$ cat config.mk
export PLATFORM = sky130hd
export DESIGN_NAME = plc_ctrl
export DESIGN_NICKNAME = d
export VERILOG_FILES = /design/src/common/plc_pkg.sv /design/src/common/plc_if.sv /design/src/core/plc_i2c_slave.sv /design/src/core/plc_ctrl.sv
export VERILOG_INCLUDE_DIRS = /design/src /design/src/common
export SDC_FILE = /design/constraint.sdc
export NUM_CORES = 1
export LEC_CHECK = 0
export BUFFER_PORTS_ARGS = -buffer_cell sky130_fd_sc_hd__buf_4
export CORE_MARGIN = 4
export CORE_UTILIZATION = 52
export CTS_CLUSTER_DIAMETER = 80
export CTS_CLUSTER_SIZE = 14
export DETAILED_ROUTE_END_ITERATION = 12
export PLACE_DENSITY_LB_ADDON = 0.2
export SETUP_SLACK_MARGIN = 0.2
export SKIP_CTS_REPAIR_TIMING = 1
export SYNTH_ARGS = -nofsm -noshare
export SYNTH_HDL_FRONTEND = slang
export SYNTH_SLANG_ARGS = --single-unit
$ cat constraint.sdc
create_clock -name clock_i -period 6.5 [get_ports clock_i]
set_input_delay 1.3 -clock clock_i [delete_from_list [all_inputs] [get_ports clock_i]]
set_output_delay 1.3 -clock clock_i [all_outputs]
set_load 0.05 [all_outputs]
$ cat src/common/plc_defs.svh
// Offsets, field positions, reset values and timing counts of the low-speed control block
`ifndef PLC_DEFS_SVH
`define PLC_DEFS_SVH

`define PLC_CLK_MHZ        200
`define PLC_RESET_MIN_NS   10000
`define PLC_RESET_MIN_CYC  ((`PLC_RESET_MIN_NS * `PLC_CLK_MHZ + 999) / 1000)
`define PLC_INIT_NS        100
`define PLC_INIT_CYC       ((`PLC_INIT_NS * `PLC_CLK_MHZ + 999) / 1000)

`define PLC_LANES          4
`define PLC_DEV_ADDR       7'h50

`define PLC_A_STATUS       8'h00
`define PLC_A_INT          8'h01
`define PLC_A_LOS          8'h02
`define PLC_A_TXDIS        8'h03
`define PLC_A_PWR          8'h04
`define PLC_A_THR          8'h05
`define PLC_A_LANE0        8'h06

`define PLC_F_DNR          0
`define PLC_F_RDONE        0
`define PLC_F_LOSL         4
`define PLC_F_PWR_OVR      0
`define PLC_F_PWR_SET      1

`define PLC_TXDIS_RST      4'h0
`define PLC_PWR_RST        2'h0
`define PLC_THR_RST        8'h20

`endif

$ cat src/common/plc_pkg.sv
// Types shared by the low-speed control block
package plc_pkg;
    typedef logic [7:0] plc_byte_type;

    typedef enum logic [1:0] {
        ST_RESET = 2'b00,
        ST_INIT  = 2'b01,
        ST_READY = 2'b11
    } plc_ctrl_state_type;

    typedef enum logic [3:0] {
        SL_IDLE    = 4'h0,
        SL_DEV     = 4'h1,
        SL_DEV_ACK = 4'h3,
        SL_REG     = 4'h2,
        SL_REG_ACK = 4'h6,
        SL_WR      = 4'h7,
        SL_WR_ACK  = 4'h5,
        SL_RD      = 4'h4,
        SL_RD_ACK  = 4'hc
    } plc_slave_state_type;
endpackage

$ cat src/common/plc_if.sv
// Memory-map access path between the serial slave and the control core
`timescale 1ns/1ps
interface plc_if;
    logic [7:0] addr;
    logic [7:0] wdata;
    logic       wr;
    logic [7:0] rdata;
    logic       sel;
    modport slave (output addr, output wdata, output wr, input rdata, input sel);
    modport regs  (input addr, input wdata, input wr, output rdata, output sel);
endinterface

$ cat src/core/plc_i2c_slave.sv
// Two-wire serial slave giving access to the management memory map
`timescale 1ns/1ps
`include "plc_defs.svh"
module plc_i2c_slave import plc_pkg::*; (
    input  wire logic clock_i,   // System clock
    input  wire logic rst_i,     // Synchronous reset
    input  wire logic scl_i,     // Serial clock pin
    input  wire logic sda_i,     // Serial data pin, sensed
    output logic      sda_o,     // Serial data drive level
    output logic      sda_oe_o,  // Serial data pulled low when high
    plc_if.slave      bus        // Memory-map access
);
    logic                [1:0] scl_m_r;
    logic                [1:0] sda_m_r;
    logic                      scl_d_r;
    logic                      sda_d_r;
    plc_slave_state_type       state_r;
    logic                [3:0] bitcnt_r;
    logic                [7:0] shift_r;
    logic                [7:0] ptr_r;
    logic                [7:0] wdata_r;
    logic                      wr_r;
    logic                      rw_r;
    logic                      oe_r;

    wire scl_s     = scl_m_r[1];
    wire sda_s     = sda_m_r[1];
    wire scl_rise  = scl_s & ~scl_d_r;
    wire scl_fall  = ~scl_s & scl_d_r;
    wire bus_start = scl_s & scl_d_r & sda_d_r & ~sda_s;
    wire bus_stop  = scl_s & scl_d_r & ~sda_d_r & sda_s;
    wire byte_done = (bitcnt_r == 4'h8);

    always_ff @(posedge clock_i) begin
        scl_m_r <= {scl_m_r[0], scl_i};
        sda_m_r <= {sda_m_r[0], sda_i};
        scl_d_r <= scl_s;
        sda_d_r <= sda_s;
    end

    always_ff @(posedge clock_i) begin
        if (rst_i) begin
            state_r  <= SL_IDLE;
            bitcnt_r <= 4'h0;
            shift_r  <= 8'h00;
            ptr_r    <= 8'h00;
            wdata_r  <= 8'h00;
            wr_r     <= 1'b0;
            rw_r     <= 1'b0;
            oe_r     <= 1'b0;
        end else begin
            wr_r <= 1'b0;
            if (!bus.sel || bus_stop) begin
                state_r <= SL_IDLE;
                oe_r    <= 1'b0;
            end else if (bus_start) begin
                state_r  <= SL_DEV;
                bitcnt_r <= 4'h0;
                oe_r     <= 1'b0;
            end else if (scl_rise) begin
                case (state_r)
                    SL_DEV, SL_REG, SL_WR: begin
                        shift_r  <= {shift_r[6:0], sda_s};
                        bitcnt_r <= bitcnt_r + 4'h1;
                    end
                    SL_RD:     bitcnt_r <= bitcnt_r + 4'h1;
                    SL_RD_ACK: if (sda_s) state_r <= SL_IDLE;
                    default:   ;
                endcase
            end else if (scl_fall) begin
                case (state_r)
                    SL_DEV: if (byte_done) begin
                        if (shift_r[7:1] == `PLC_DEV_ADDR) begin
                            oe_r    <= 1'b1;
                            rw_r    <= shift_r[0];
                            state_r <= SL_DEV_ACK;
                        end else begin
                            state_r <= SL_IDLE;
                        end
                    end
                    SL_REG: if (byte_done) begin
                        ptr_r   <= shift_r;
                        oe_r    <= 1'b1;
                        state_r <= SL_REG_ACK;
                    end
                    SL_WR: if (byte_done) begin
                        wdata_r <= shift_r;
                        wr_r    <= 1'b1;
                        oe_r    <= 1'b1;
                        state_r <= SL_WR_ACK;
                    end
                    SL_REG_ACK, SL_WR_ACK: begin
                        if (state_r == SL_WR_ACK) ptr_r <= ptr_r + 8'h01;
                        oe_r     <= 1'b0;
                        bitcnt_r <= 4'h0;
                        state_r  <= SL_WR;
                    end
                    SL_DEV_ACK, SL_RD_ACK: begin
                        bitcnt_r <= 4'h0;
                        if (state_r == SL_DEV_ACK && !rw_r) begin
                            oe_r    <= 1'b0;
                            state_r <= SL_REG;
                        end else begin
                            shift_r <= bus.rdata;
                            oe_r    <= ~bus.rdata[7];
                            ptr_r   <= ptr_r + 8'h01;
                            state_r <= SL_RD;
                        end
                    end
                    SL_RD: begin
                        // Release before the master's acknowledge slot
                        if (byte_done) begin
                            oe_r    <= 1'b0;
                            state_r <= SL_RD_ACK;
                        end else begin
                            oe_r <= ~shift_r[~bitcnt_r[2:0]];
                        end
                    end
                    default: ;
                endcase
            end
        end
    end

    assign sda_o     = 1'b0;
    assign sda_oe_o  = oe_r;
    assign bus.addr  = ptr_r;
    assign bus.wdata = wdata_r;
    assign bus.wr    = wr_r;

    property p_ignore_bus;
        @(posedge clock_i) disable iff (rst_i)
        !bus.sel |=> (state_r == SL_IDLE) && !sda_oe_o;
    endproperty
    a_ignore_bus: assert property (p_ignore_bus) else $error("bus answered while deselected");

    property p_write_path;
        @(posedge clock_i) disable iff (rst_i)
        bus.wr |-> (state_r == SL_WR_ACK) && $past(state_r) == SL_WR && sda_oe_o;
    endproperty
    a_write_path: assert property (p_write_path) else $error("write strobe out of data phase");
endmodule

$ cat src/core/plc_ctrl.sv
// Low-speed management and control core of a four-lane pluggable module
// Function
// - Nine low-speed pins including both serial lines
// - Serial bus answered only while select low
// - Serial lines read and write memory map
// - Long reset pulse restores all default settings
// - Completion: interrupt asserted, data-not-ready cleared together
// - Power-up raises completion interrupt unprompted
// - Transmitter off by pin or serial command
// - Every lane's received power readable serially
// - Loss alarm when any lane below threshold
// - Low-power input caps maximum power draw while the power override bit is clear
// - Presence line pulled low while inserted
`timescale 1ns/1ps
`include "plc_defs.svh"
module plc_ctrl import plc_pkg::*; (
    input  wire logic        clock_i,               // 200 MHz system clock
    input  wire logic        rst_i,                 // Power-on reset, synchronous
    input  wire logic        module_select_n_i,     // Select pin, low enables bus
    input  wire logic        module_reset_n_i,      // Reset pin, active low
    input  wire logic        low_power_request_i,   // Low-power mode pin
    input  wire logic        transmit_disable_i,    // Hardware transmit-disable pin
    input  wire logic        scl_i,                 // Serial clock pin
    input  wire logic        sda_i,                 // Serial data pin, sensed
    output logic             sda_o,                 // Serial data drive level
    output logic             sda_oe_o,              // Serial data drive enable
    input  wire logic [31:0] rx_power_i,            // Lane power monitor, 8 bits a lane
    output logic             presence_detect_n_o,   // Presence drive level
    output logic             presence_detect_oe_o,  // Presence drive enable
    output logic             host_interrupt_n_o,    // Interrupt drive level
    output logic             host_interrupt_oe_o,   // Interrupt drive enable
    output logic             receive_signal_loss_o, // Loss-of-signal alarm
    output logic [3:0]       tx_off_o,              // Per-lane transmitter off
    output logic             power_limit_o,         // Maximum power limited
    output logic             data_not_ready_o       // Status flag copy
);
    localparam int RST_CYC  = `PLC_RESET_MIN_CYC;
    localparam int INIT_CYC = `PLC_INIT_CYC;

    plc_if bus ();

    // Pins from outside the clock domain
    logic [1:0]         sel_m_r;
    logic [1:0]         rstn_m_r;
    logic [1:0]         lpm_m_r;
    logic [1:0]         txd_m_r;

    logic [11:0]        rst_cnt_r;
    logic [11:0]        rst_cnt_nxt;
    logic [7:0]         init_cnt_r;
    plc_ctrl_state_type state_r;
    plc_ctrl_state_type state_nxt;

    logic               dnr_r;
    logic               rdone_r;
    logic [3:0]         los_latch_r;
    logic [3:0]         txdis_r;
    logic [1:0]         pwr_r;
    logic [7:0]         thr_r;
    plc_byte_type       lane_r [`PLC_LANES];
    logic [3:0]         los_r;
    logic [3:0]         tx_off_r;
    logic               pwr_lim_r;

    function automatic plc_byte_type lane_power(input logic [31:0] v, input logic [1:0] i);
        lane_power = v[{i, 3'b000} +: 8];
    endfunction

    always_ff @(posedge clock_i) begin
        sel_m_r  <= {sel_m_r[0], module_select_n_i};
        rstn_m_r <= {rstn_m_r[0], module_reset_n_i};
        lpm_m_r  <= {lpm_m_r[0], low_power_request_i};
        txd_m_r  <= {txd_m_r[0], transmit_disable_i};
    end

    wire sel_n_s = sel_m_r[1];
    wire rstn_s  = rstn_m_r[1];
    wire lpm_s   = lpm_m_r[1];
    wire txd_s   = txd_m_r[1];

    // Short glitches on the reset pin are filtered by the count
    wire rst_long = (rst_cnt_r == 12'(RST_CYC));
    assign rst_cnt_nxt = rstn_s ? 12'h000 : (rst_long ? rst_cnt_r : rst_cnt_r + 12'h001);
    wire soft_rst = rst_long & ~rstn_s;

    always_ff @(posedge clock_i) begin
        if (rst_i) rst_cnt_r <= 12'h000;
        else rst_cnt_r <= rst_cnt_nxt;
    end

    // Reset sequencing
    wire init_done = (init_cnt_r == 8'(INIT_CYC));
    always_comb begin
        state_nxt = state_r;
        case (state_r)
            ST_RESET: if (!soft_rst) state_nxt = ST_INIT;
            ST_INIT:  if (soft_rst) state_nxt = ST_RESET;
                      else if (init_done) state_nxt = ST_READY;
            ST_READY: if (soft_rst) state_nxt = ST_RESET;
            default:  state_nxt = ST_RESET;
        endcase
    end

    always_ff @(posedge clock_i) begin
        if (rst_i) begin
            state_r    <= ST_RESET;
            init_cnt_r <= 8'h00;
        end else begin
            state_r    <= state_nxt;
            init_cnt_r <= (state_r == ST_INIT && !init_done) ? init_cnt_r + 8'h01 : 8'h00;
        end
    end

    wire done_evt = (state_r == ST_INIT) && (state_nxt == ST_READY);
    wire in_reset = rst_i | soft_rst;

    // Register writes from the serial slave
    wire wr_int   = bus.wr && bus.addr == `PLC_A_INT;
    wire wr_txdis = bus.wr && bus.addr == `PLC_A_TXDIS;
    wire wr_pwr   = bus.wr && bus.addr == `PLC_A_PWR;
    wire wr_thr   = bus.wr && bus.addr == `PLC_A_THR;
    wire [3:0] los_now;

    always_ff @(posedge clock_i) begin
        if (in_reset) begin
            dnr_r   <= 1'b1;
            txdis_r <= `PLC_TXDIS_RST;
            pwr_r   <= `PLC_PWR_RST;
            thr_r   <= `PLC_THR_RST;
        end else begin
            if (done_evt) dnr_r <= 1'b0;
            if (wr_txdis) txdis_r <= bus.wdata[3:0];
            if (wr_pwr) pwr_r <= bus.wdata[1:0];
            if (wr_thr) thr_r <= bus.wdata;
        end
    end

    // Set wins over a write-one-to-clear in the same cycle
    always_ff @(posedge clock_i) begin
        if (in_reset) begin
            rdone_r     <= 1'b0;
            los_latch_r <= 4'h0;
        end else begin
            rdone_r <= done_evt | (rdone_r & ~(wr_int & bus.wdata[`PLC_F_RDONE]));
            los_latch_r <= los_now | (los_latch_r & ~({4{wr_int}} & bus.wdata[7:4]));
        end
    end

    genvar g;
    generate
        for (g = 0; g < `PLC_LANES; g++) begin : g_lane
            assign los_now[g] = lane_power(rx_power_i, 2'(g)) < thr_r;
            always_ff @(posedge clock_i) begin
                if (rst_i) lane_r[g] <= 8'h00;
                else lane_r[g] <= lane_power(rx_power_i, 2'(g));
            end
        end
    endgenerate

    always_ff @(posedge clock_i) begin
        if (rst_i) begin
            los_r     <= 4'h0;
            tx_off_r  <= 4'hf;
            pwr_lim_r <= 1'b1;
        end else begin
            los_r     <= los_now;
            tx_off_r  <= {4{txd_s}} | txdis_r;
            pwr_lim_r <= pwr_r[`PLC_F_PWR_OVR] ? pwr_r[`PLC_F_PWR_SET] : lpm_s;
        end
    end

    // Read multiplexer; unmapped offsets read zero
    wire [7:0] lane_off = bus.addr - `PLC_A_LANE0;
    wire       lane_hit = bus.addr >= `PLC_A_LANE0 && lane_off < 8'(`PLC_LANES);
    wire [7:0] rd_mux =
        (bus.addr == `PLC_A_STATUS) ? {7'h00, dnr_r} :
        (bus.addr == `PLC_A_INT)    ? {los_latch_r, 3'h0, rdone_r} :
        (bus.addr == `PLC_A_LOS)    ? {4'h0, los_r} :
        (bus.addr == `PLC_A_TXDIS)  ? {4'h0, txdis_r} :
        (bus.addr == `PLC_A_PWR)    ? {6'h00, pwr_r} :
        (bus.addr == `PLC_A_THR)    ? thr_r :
        lane_hit                    ? lane_r[lane_off[1:0]] : 8'h00;
    assign bus.rdata = rd_mux;

    assign bus.sel = ~sel_n_s;

    plc_i2c_slave u_slave (
        .clock_i (clock_i),
        .rst_i   (rst_i),
        .scl_i   (scl_i),
        .sda_i   (sda_i),
        .sda_o   (sda_o),
        .sda_oe_o(sda_oe_o),
        .bus     (bus)
    );

    // Pending while the completion or any loss event is unacknowledged
    wire int_pend = rdone_r | (|los_latch_r);
    assign host_interrupt_n_o    = 1'b0;
    assign host_interrupt_oe_o   = int_pend;
    assign presence_detect_n_o   = 1'b0;
    assign presence_detect_oe_o  = 1'b1;
    assign receive_signal_loss_o = |los_r;
    assign tx_off_o              = tx_off_r;
    assign power_limit_o         = pwr_lim_r;
    assign data_not_ready_o      = dnr_r;

    property p_reset_defaults;
        @(posedge clock_i) disable iff (rst_i)
        soft_rst |=> dnr_r && txdis_r == `PLC_TXDIS_RST && thr_r == `PLC_THR_RST && !rdone_r;
    endproperty
    a_reset_defaults: assert property (p_reset_defaults) else $error("settings not defaulted");

    property p_completion;
        @(posedge clock_i) disable iff (rst_i)
        $fell(dnr_r) |-> rdone_r && host_interrupt_oe_o && !host_interrupt_n_o;
    endproperty
    a_completion: assert property (p_completion) else $error("completion not signalled");

    property p_powerup;
        @(posedge clock_i)
        rst_i ##1 !rst_i [*2] ##0 rstn_s |-> ##[1:60] !dnr_r;
    endproperty
    a_powerup: assert property (p_powerup) else $error("no completion after power-up");

    property p_txoff;
        @(posedge clock_i) disable iff (rst_i)
        txd_s |=> tx_off_o == 4'hf;
    endproperty
    a_txoff: assert property (p_txoff) else $error("transmitter on while disabled");

    property p_lane_read;
        @(posedge clock_i) disable iff (rst_i)
        bus.addr == `PLC_A_LANE0 |-> bus.rdata == lane_r[0];
    endproperty
    a_lane_read: assert property (p_lane_read) else $error("lane power readback wrong");

    property p_los;
        @(posedge clock_i) disable iff (rst_i)
        (|los_now) |=> receive_signal_loss_o;
    endproperty
    a_los: assert property (p_los) else $error("loss alarm missing");

    property p_lpm;
        @(posedge clock_i) disable iff (rst_i)
        !pwr_r[`PLC_F_PWR_OVR] && $stable(pwr_r) |=> power_limit_o == $past(lpm_s);
    endproperty
    a_lpm: assert property (p_lpm) else $error("power limit ignores low-power pin");

    property p_presence;
        @(posedge clock_i)
        presence_detect_oe_o && !presence_detect_n_o;
    endproperty
    a_presence: assert property (p_presence) else $error("presence not pulled low");

    property p_int_release;
        @(posedge clock_i) disable iff (rst_i)
        !rdone_r && los_latch_r == 4'h0 |-> !host_interrupt_oe_o;
    endproperty
    a_int_release: assert property (p_int_release) else $error("interrupt held with none pending");
endmodule

# Word-level counts from Yosys, hierarchy flattened

Memories as Yosys holds them, arrays and structs flattened.
Cells that the tools add are included.
Widths: inputs -> output; s select.

Bits in writable memories: 32
Word-level logic and storage cells: 217
Output and inout port bits: 13
Input bits: 40
Memories kept: 1
Flip-flop bits (word level): 100

Muxes and demuxes: 55
Order comparisons: 7
Reductions and logical operators: 42
Bitwise gates (word level): 37
Add/sub/neg operators: 5
Equality and inequality tests: 41

Memory list:

| memory | words | bits a word | rd ports | clocked after Yosys merged registers in | wr ports | line           | text |
|---|---|---|---|---|---|---|---|
| lane_r | 4     | 8           | 1        | 0                                       | 4        | plc_ctrl.sv:60 | `` plc_byte_type lane_r [`PLC_LANES]; `` |

Operators by type and width:

| kind                  | count |
|---|---|
| $mux 8                | 19 |
| $mux 4                | 13 |
| $lt 8x8->1            | 4 |
| $pmux 4 s6            | 1 |
| $pmux 8 s3            | 1 |
| $reduce_and 8->1      | 3 |
| $reduce_and 6->1      | 3 |
| $add 8x1->8 const B   | 2 |
| $eq 4x3->1 const B    | 4 |
| $eq 8x2->1 const B    | 2 |
| $eq 8x3->1 const B    | 2 |
| $ne 4x1->1 const B    | 4 |
| $reduce_or 4->1       | 4 |
| $ne 2x1->1 const B    | 7 |
| $not 1->1             | 14 |
| $add 12x1->12 const B | 1 |
| $eq 12x11->1 const B  | 1 |
| $mux 1                | 12 |
| $ne 3x1->1 const B    | 4 |
| $reduce_or 2->1       | 6 |
| $and 1x1->1           | 10 |
| $mux 2                | 5 |
| $reduce_bool 3->1     | 3 |
| $and 4x4->4           | 2 |
| 37 further kinds      | 60 |

# Depth between registers and ports, before layout

Depth in word-level cells: 14
Depth in mapped cells: 10
Mapped depth without buffers: 8

# Modules after synthesis

A second synthesis with hierarchy kept.

Cell total of the unflattened synthesis: 718
Area, all modules: 6,807.8 µm²

Modules (own cells, without submodules):

| module        | sequential area each (µm²) | cells an instance | area each (µm²) | instances |
|---|---|---|---|---|
| plc_ctrl      | 1,821.7                    | 430               | 4,284.1         | 1 |
| plc_i2c_slave | 820.8                      | 288               | 2,523.7         | 1 |

# Least setup slack after synthesis

Ideal clock, no wire load.

Path type: input to register
From: input port rx_power_i[17]
To: register los_latch_r[2]
Data arrival time: 2.307 ns
Slack: 4.123 ns
Stages on the path: 6
Setup time: 0.070 ns
Path through: ha_1 -> a21o_1 -> a211oi_1 -> o21ai_1 -> a21o_1 -> a21oi_1

Longest elaborated chain between the ends: 2

Ends and longest elaborated chain:

| item                 | line            | text |
|---|---|---|
| from (decl)          | plc_ctrl.sv:27  | `input wire logic [31:0] rx_power_i,` |
| $lt 8x8->1           | plc_ctrl.sv:152 | `assign los_now[g] = lane_power(rx_power_i, 2'(g)) < thr_r;` |
| $or 4x4->4           | plc_ctrl.sv:145 | `los_latch_r <= los_now \| (los_latch_r & ~({4{wr_int}} & bus.wdata[7:4]));` |
| to (signal assigned) | plc_ctrl.sv:145 |  |
| to (decl)            | plc_ctrl.sv:56  | `logic [3:0] los_latch_r;` |

Every way passes these cells.
A chain may end at the register's enable or synchronous reset.

# Worst setup path in the final report

From: register los_r[3]
To: output port receive_signal_loss_o

Longest elaborated chain between the ends: 1

Ends and longest elaborated chain:

| item                   | line            | text |
|---|---|---|
| from (decl)            | plc_ctrl.sv:61  | `logic [3:0] los_r;` |
| from (signal assigned) | plc_ctrl.sv:166 | `los_r <= los_now;` |
| $reduce_or 4->1        | plc_ctrl.sv:203 | `assign receive_signal_loss_o = \|los_r;` |
| to (decl)              | plc_ctrl.sv:32  | `output logic receive_signal_loss_o,` |

Every way passes these cells.

==> impl_metrics.ini <==
[global_route]
antenna_found_initial = 0
gr-total-overflow = 0
track_usage = 0.2238
grt_pass1_vias = 5413
grt_max_degree = 76
grt_pass1_wl_um = 26060

[layout]
layout_commonest_cell = dfxtp_1
syn2layout_area_growth_pct = 14.73
final_cell_mix = 132 x dfxtp_1, 67 x nor2_1, 66 x nand2_1, 51 x buf_4, 44 x a21oi_1
fin_nets = 861
drive_gt1_frac = 0.1242
fin_area_mm2 = 0.007582
diodes = 0
fin_cells = 957

[sta]
finalHoldViolCount = 0
timing.fmax_ghz = 0.3535
grt_setup_unrepaired = false
post-route-period-util = 0.4352
setup_violations = 0
setup_ws_ns = 3.671
slew_headroom = 0.4748
worst_slew_pin_slew_ns = 0.7878
report.final.slew_viol_count = 0
tns_ns = 0
period_needed_ns = 2.829
holdWs_ns = 0.3245
fin_worst_skew_ns = 0.007280

[die]
die_area_mm2 = 0.01458
die_w_um = 120.7
rows = 40
coreArea_mm2 = 0.01221
boundaryPins = 53
die_h_um = 120.7
initial_core_util = 0.5412

[critical_path]
critPathLaunchType = register
critPathArrivalTime_ns = 1.53
cpPeakStageDelay_ns = 0.56
worst-endpoint-required_ns = 5.20
worst_setup_path_end_kind = output port
r2r_start = u_slave.bus.addr[2]$_SDFFE_PP0P_
crit_path_max_fanout = 2
worstPathCellList = or4_1 > buf_4
rr_worst_depth = 7
rr_endpoint = u_slave.shift_r[0]$_SDFFE_PP0P_
path_class = reg -> out
cp_slowest_cell = or4_1
rrSetupSlack_ns = 3.72

[routing]
routed_wl_um = 15660
vias_per_cell = 5.761
num_vias = 5513
drtIter0Drc = 521
avgRoutedWirePerCell_um = 16.37
antenna_left = 0
first_pass_iters = 5
drc = 0

[placed_design]
dp_cells = 927
routabilityCongestion = 0.9260
post-dp-hpwl_um = 11060
place_area_mm2 = 0.007034
dp_worst_setup_slack_ns = 3.782
io_buffers = 48

[yosys]
postSynthRegisterBits = 132
syn_inst = 745
synth_edf_count = 0
yosysTopAreaCellShare = 0.3998
synthFlopType = dfxtp_1
yosys.area.top_type = dfxtp_1
syn_area_per_cell_um2 = 8.871
synthArstFlopShare = 0
ys_types = 69
synth.yosys.warnings = 0
syn_area_mm2 = 0.006609
ys_top_cells_by_area = dfxtp_1 40%, ha_1 8.1%, nor2b_1 4.0%, nor2_1 3.8%, nand2_1 3.7%
yosysSeqAreaShare = 0.3998

[cts]
cts.sinks = 132
htreeDepth = 4
clockBufferDepth = 2
worstSkewPairLatency_ns = 0.43
cts.root.buffer_cell = clkbuf_16
cts_tree = built
cts.clk_slew.worst_paths_ns = 0.05
numCtsBuffers = 17

[status]
status = finished, final reports clean

[hold_path]
min_to = u_slave.scl_m_r[1]$_DFF_P_
hold_start = u_slave.scl_m_r[0]$_DFF_P_
hp-class = reg -> reg
min_path_cells = 0

[power]
p_per_area_mw_per_mm2 = 244.4
leakage_nw = 3.031
peakVddDrop_mv = 0.1692

[flow_run]
drv_cap = 0
==> logic make-up after synthesis <==
family | synth area share
simple gates | 0.2240
compound gates | 0.1662
flops | 0.3998
buf+inv | 0.04581
fa+ha+maj | 0.08141
mux | 0.06172
xor+xnor | 0.01988
other cells | 0.001136
==> final cells by class <==
type                       instances  area [µm²]
clock buffer                      20       436.7
fill                            1079        4629
inverter                          34       127.6
timing repair buffer              51       382.9
tap                              168       210.2
sequential                       132        2643
clock inverter                    10       111.4
multi-input combinational        542        3671
==> critical path, delay by kind of cell (launching register included) <==
family	cells	cell delay, ns
AND/OR/NAND/NOR	1	0.56
flip-flops	1	0.32
buffers and inverters	1	0.22
==> flip-flops by register name, summed over array words and instances (netlist names), 8 cells and up <==
name	cells
u_slave.bus.addr	8
lane_r	32
init_cnt_r	8
rst_cnt_r	12
u_slave.shift_r	8
u_slave.bus.wdata	8
thr_r	8
==> metrics by stage <==
| step | utilization | power, mW |
|---|---|---|
| floorplan | - | 0.9297 |
| global placement | 0.5760 | 0.9708 |
| detailed placement | 0.5760 | 0.9737 |
| CTS | 0.6209 | 1.867 |
| global route | 0.6209 | 1.914 |
| finish | 0.6209 | 1.853 |
==> cell usage after synthesis, types with 8 or more instances <==
library cell and n:
xor2_1 12, inv_1 34, nand2b_1 10, a21o_1 16, nand2_1 66, o21ai_0 29
a211oi_1 9, o21ai_1 9, or3_1 12, buf_2 11, a21oi_1 44, dfxtp_1 132
and3_1 8, ha_1 43, mux4_2 10, nand4_1 8, mux2i_1 16, nand3_1 22
nor2_1 67, nor2b_1 42, clkbuf_1 23
==> worst max path at each step <==
stage | start | endpoint | slack (ns) | cells after the start
floorplan | rx_power_i[17] | los_latch_r[2]$_SDFF_PP0_ | 4.12 | 6
global placement | rx_power_i[1] | los_latch_r[0]$_SDFF_PP0_ | 3.84 | 7
detailed placement | u_slave.bus.addr[1]$_SDFFE_PP0P_ | u_slave.shift_r[0]$_SDFFE_PP0P_ | 3.78 | 7
CTS | los_r[3]$_SDFF_PP0_ | receive_signal_loss_o | 3.65 | 2
global route | u_slave.state_r[2]$_SDFFE_PP0P_ | u_slave.bus.addr[4]$_SDFFE_PP0P_ | 3.55 | 5
finish | los_r[3]$_SDFF_PP0_ | receive_signal_loss_o | 3.67 | 2
==> power breakdown <==
group	total (mW)	leakage (nW)	internal, mW	switching, mW
combinational	0.115	1.69	0.0495	0.0656
clock	0.896	0.262	0.555	0.341
sequential	0.842	1.08	0.832	0.0101
total	1.85	3.03	1.44	0.417
==> metal layers <==
metal	routed length (µm)	up-vias	part of all wire	track usage
li1	-	2707	-	-
met1	6660	2617	0.43	0.2741
met2	7877	159	0.50	0.3867
met3	776	30	0.050	0.04163
met4	348	0	0.022	0.09207
met5	0	-	0	0
(Power assumes the default switching activity.)
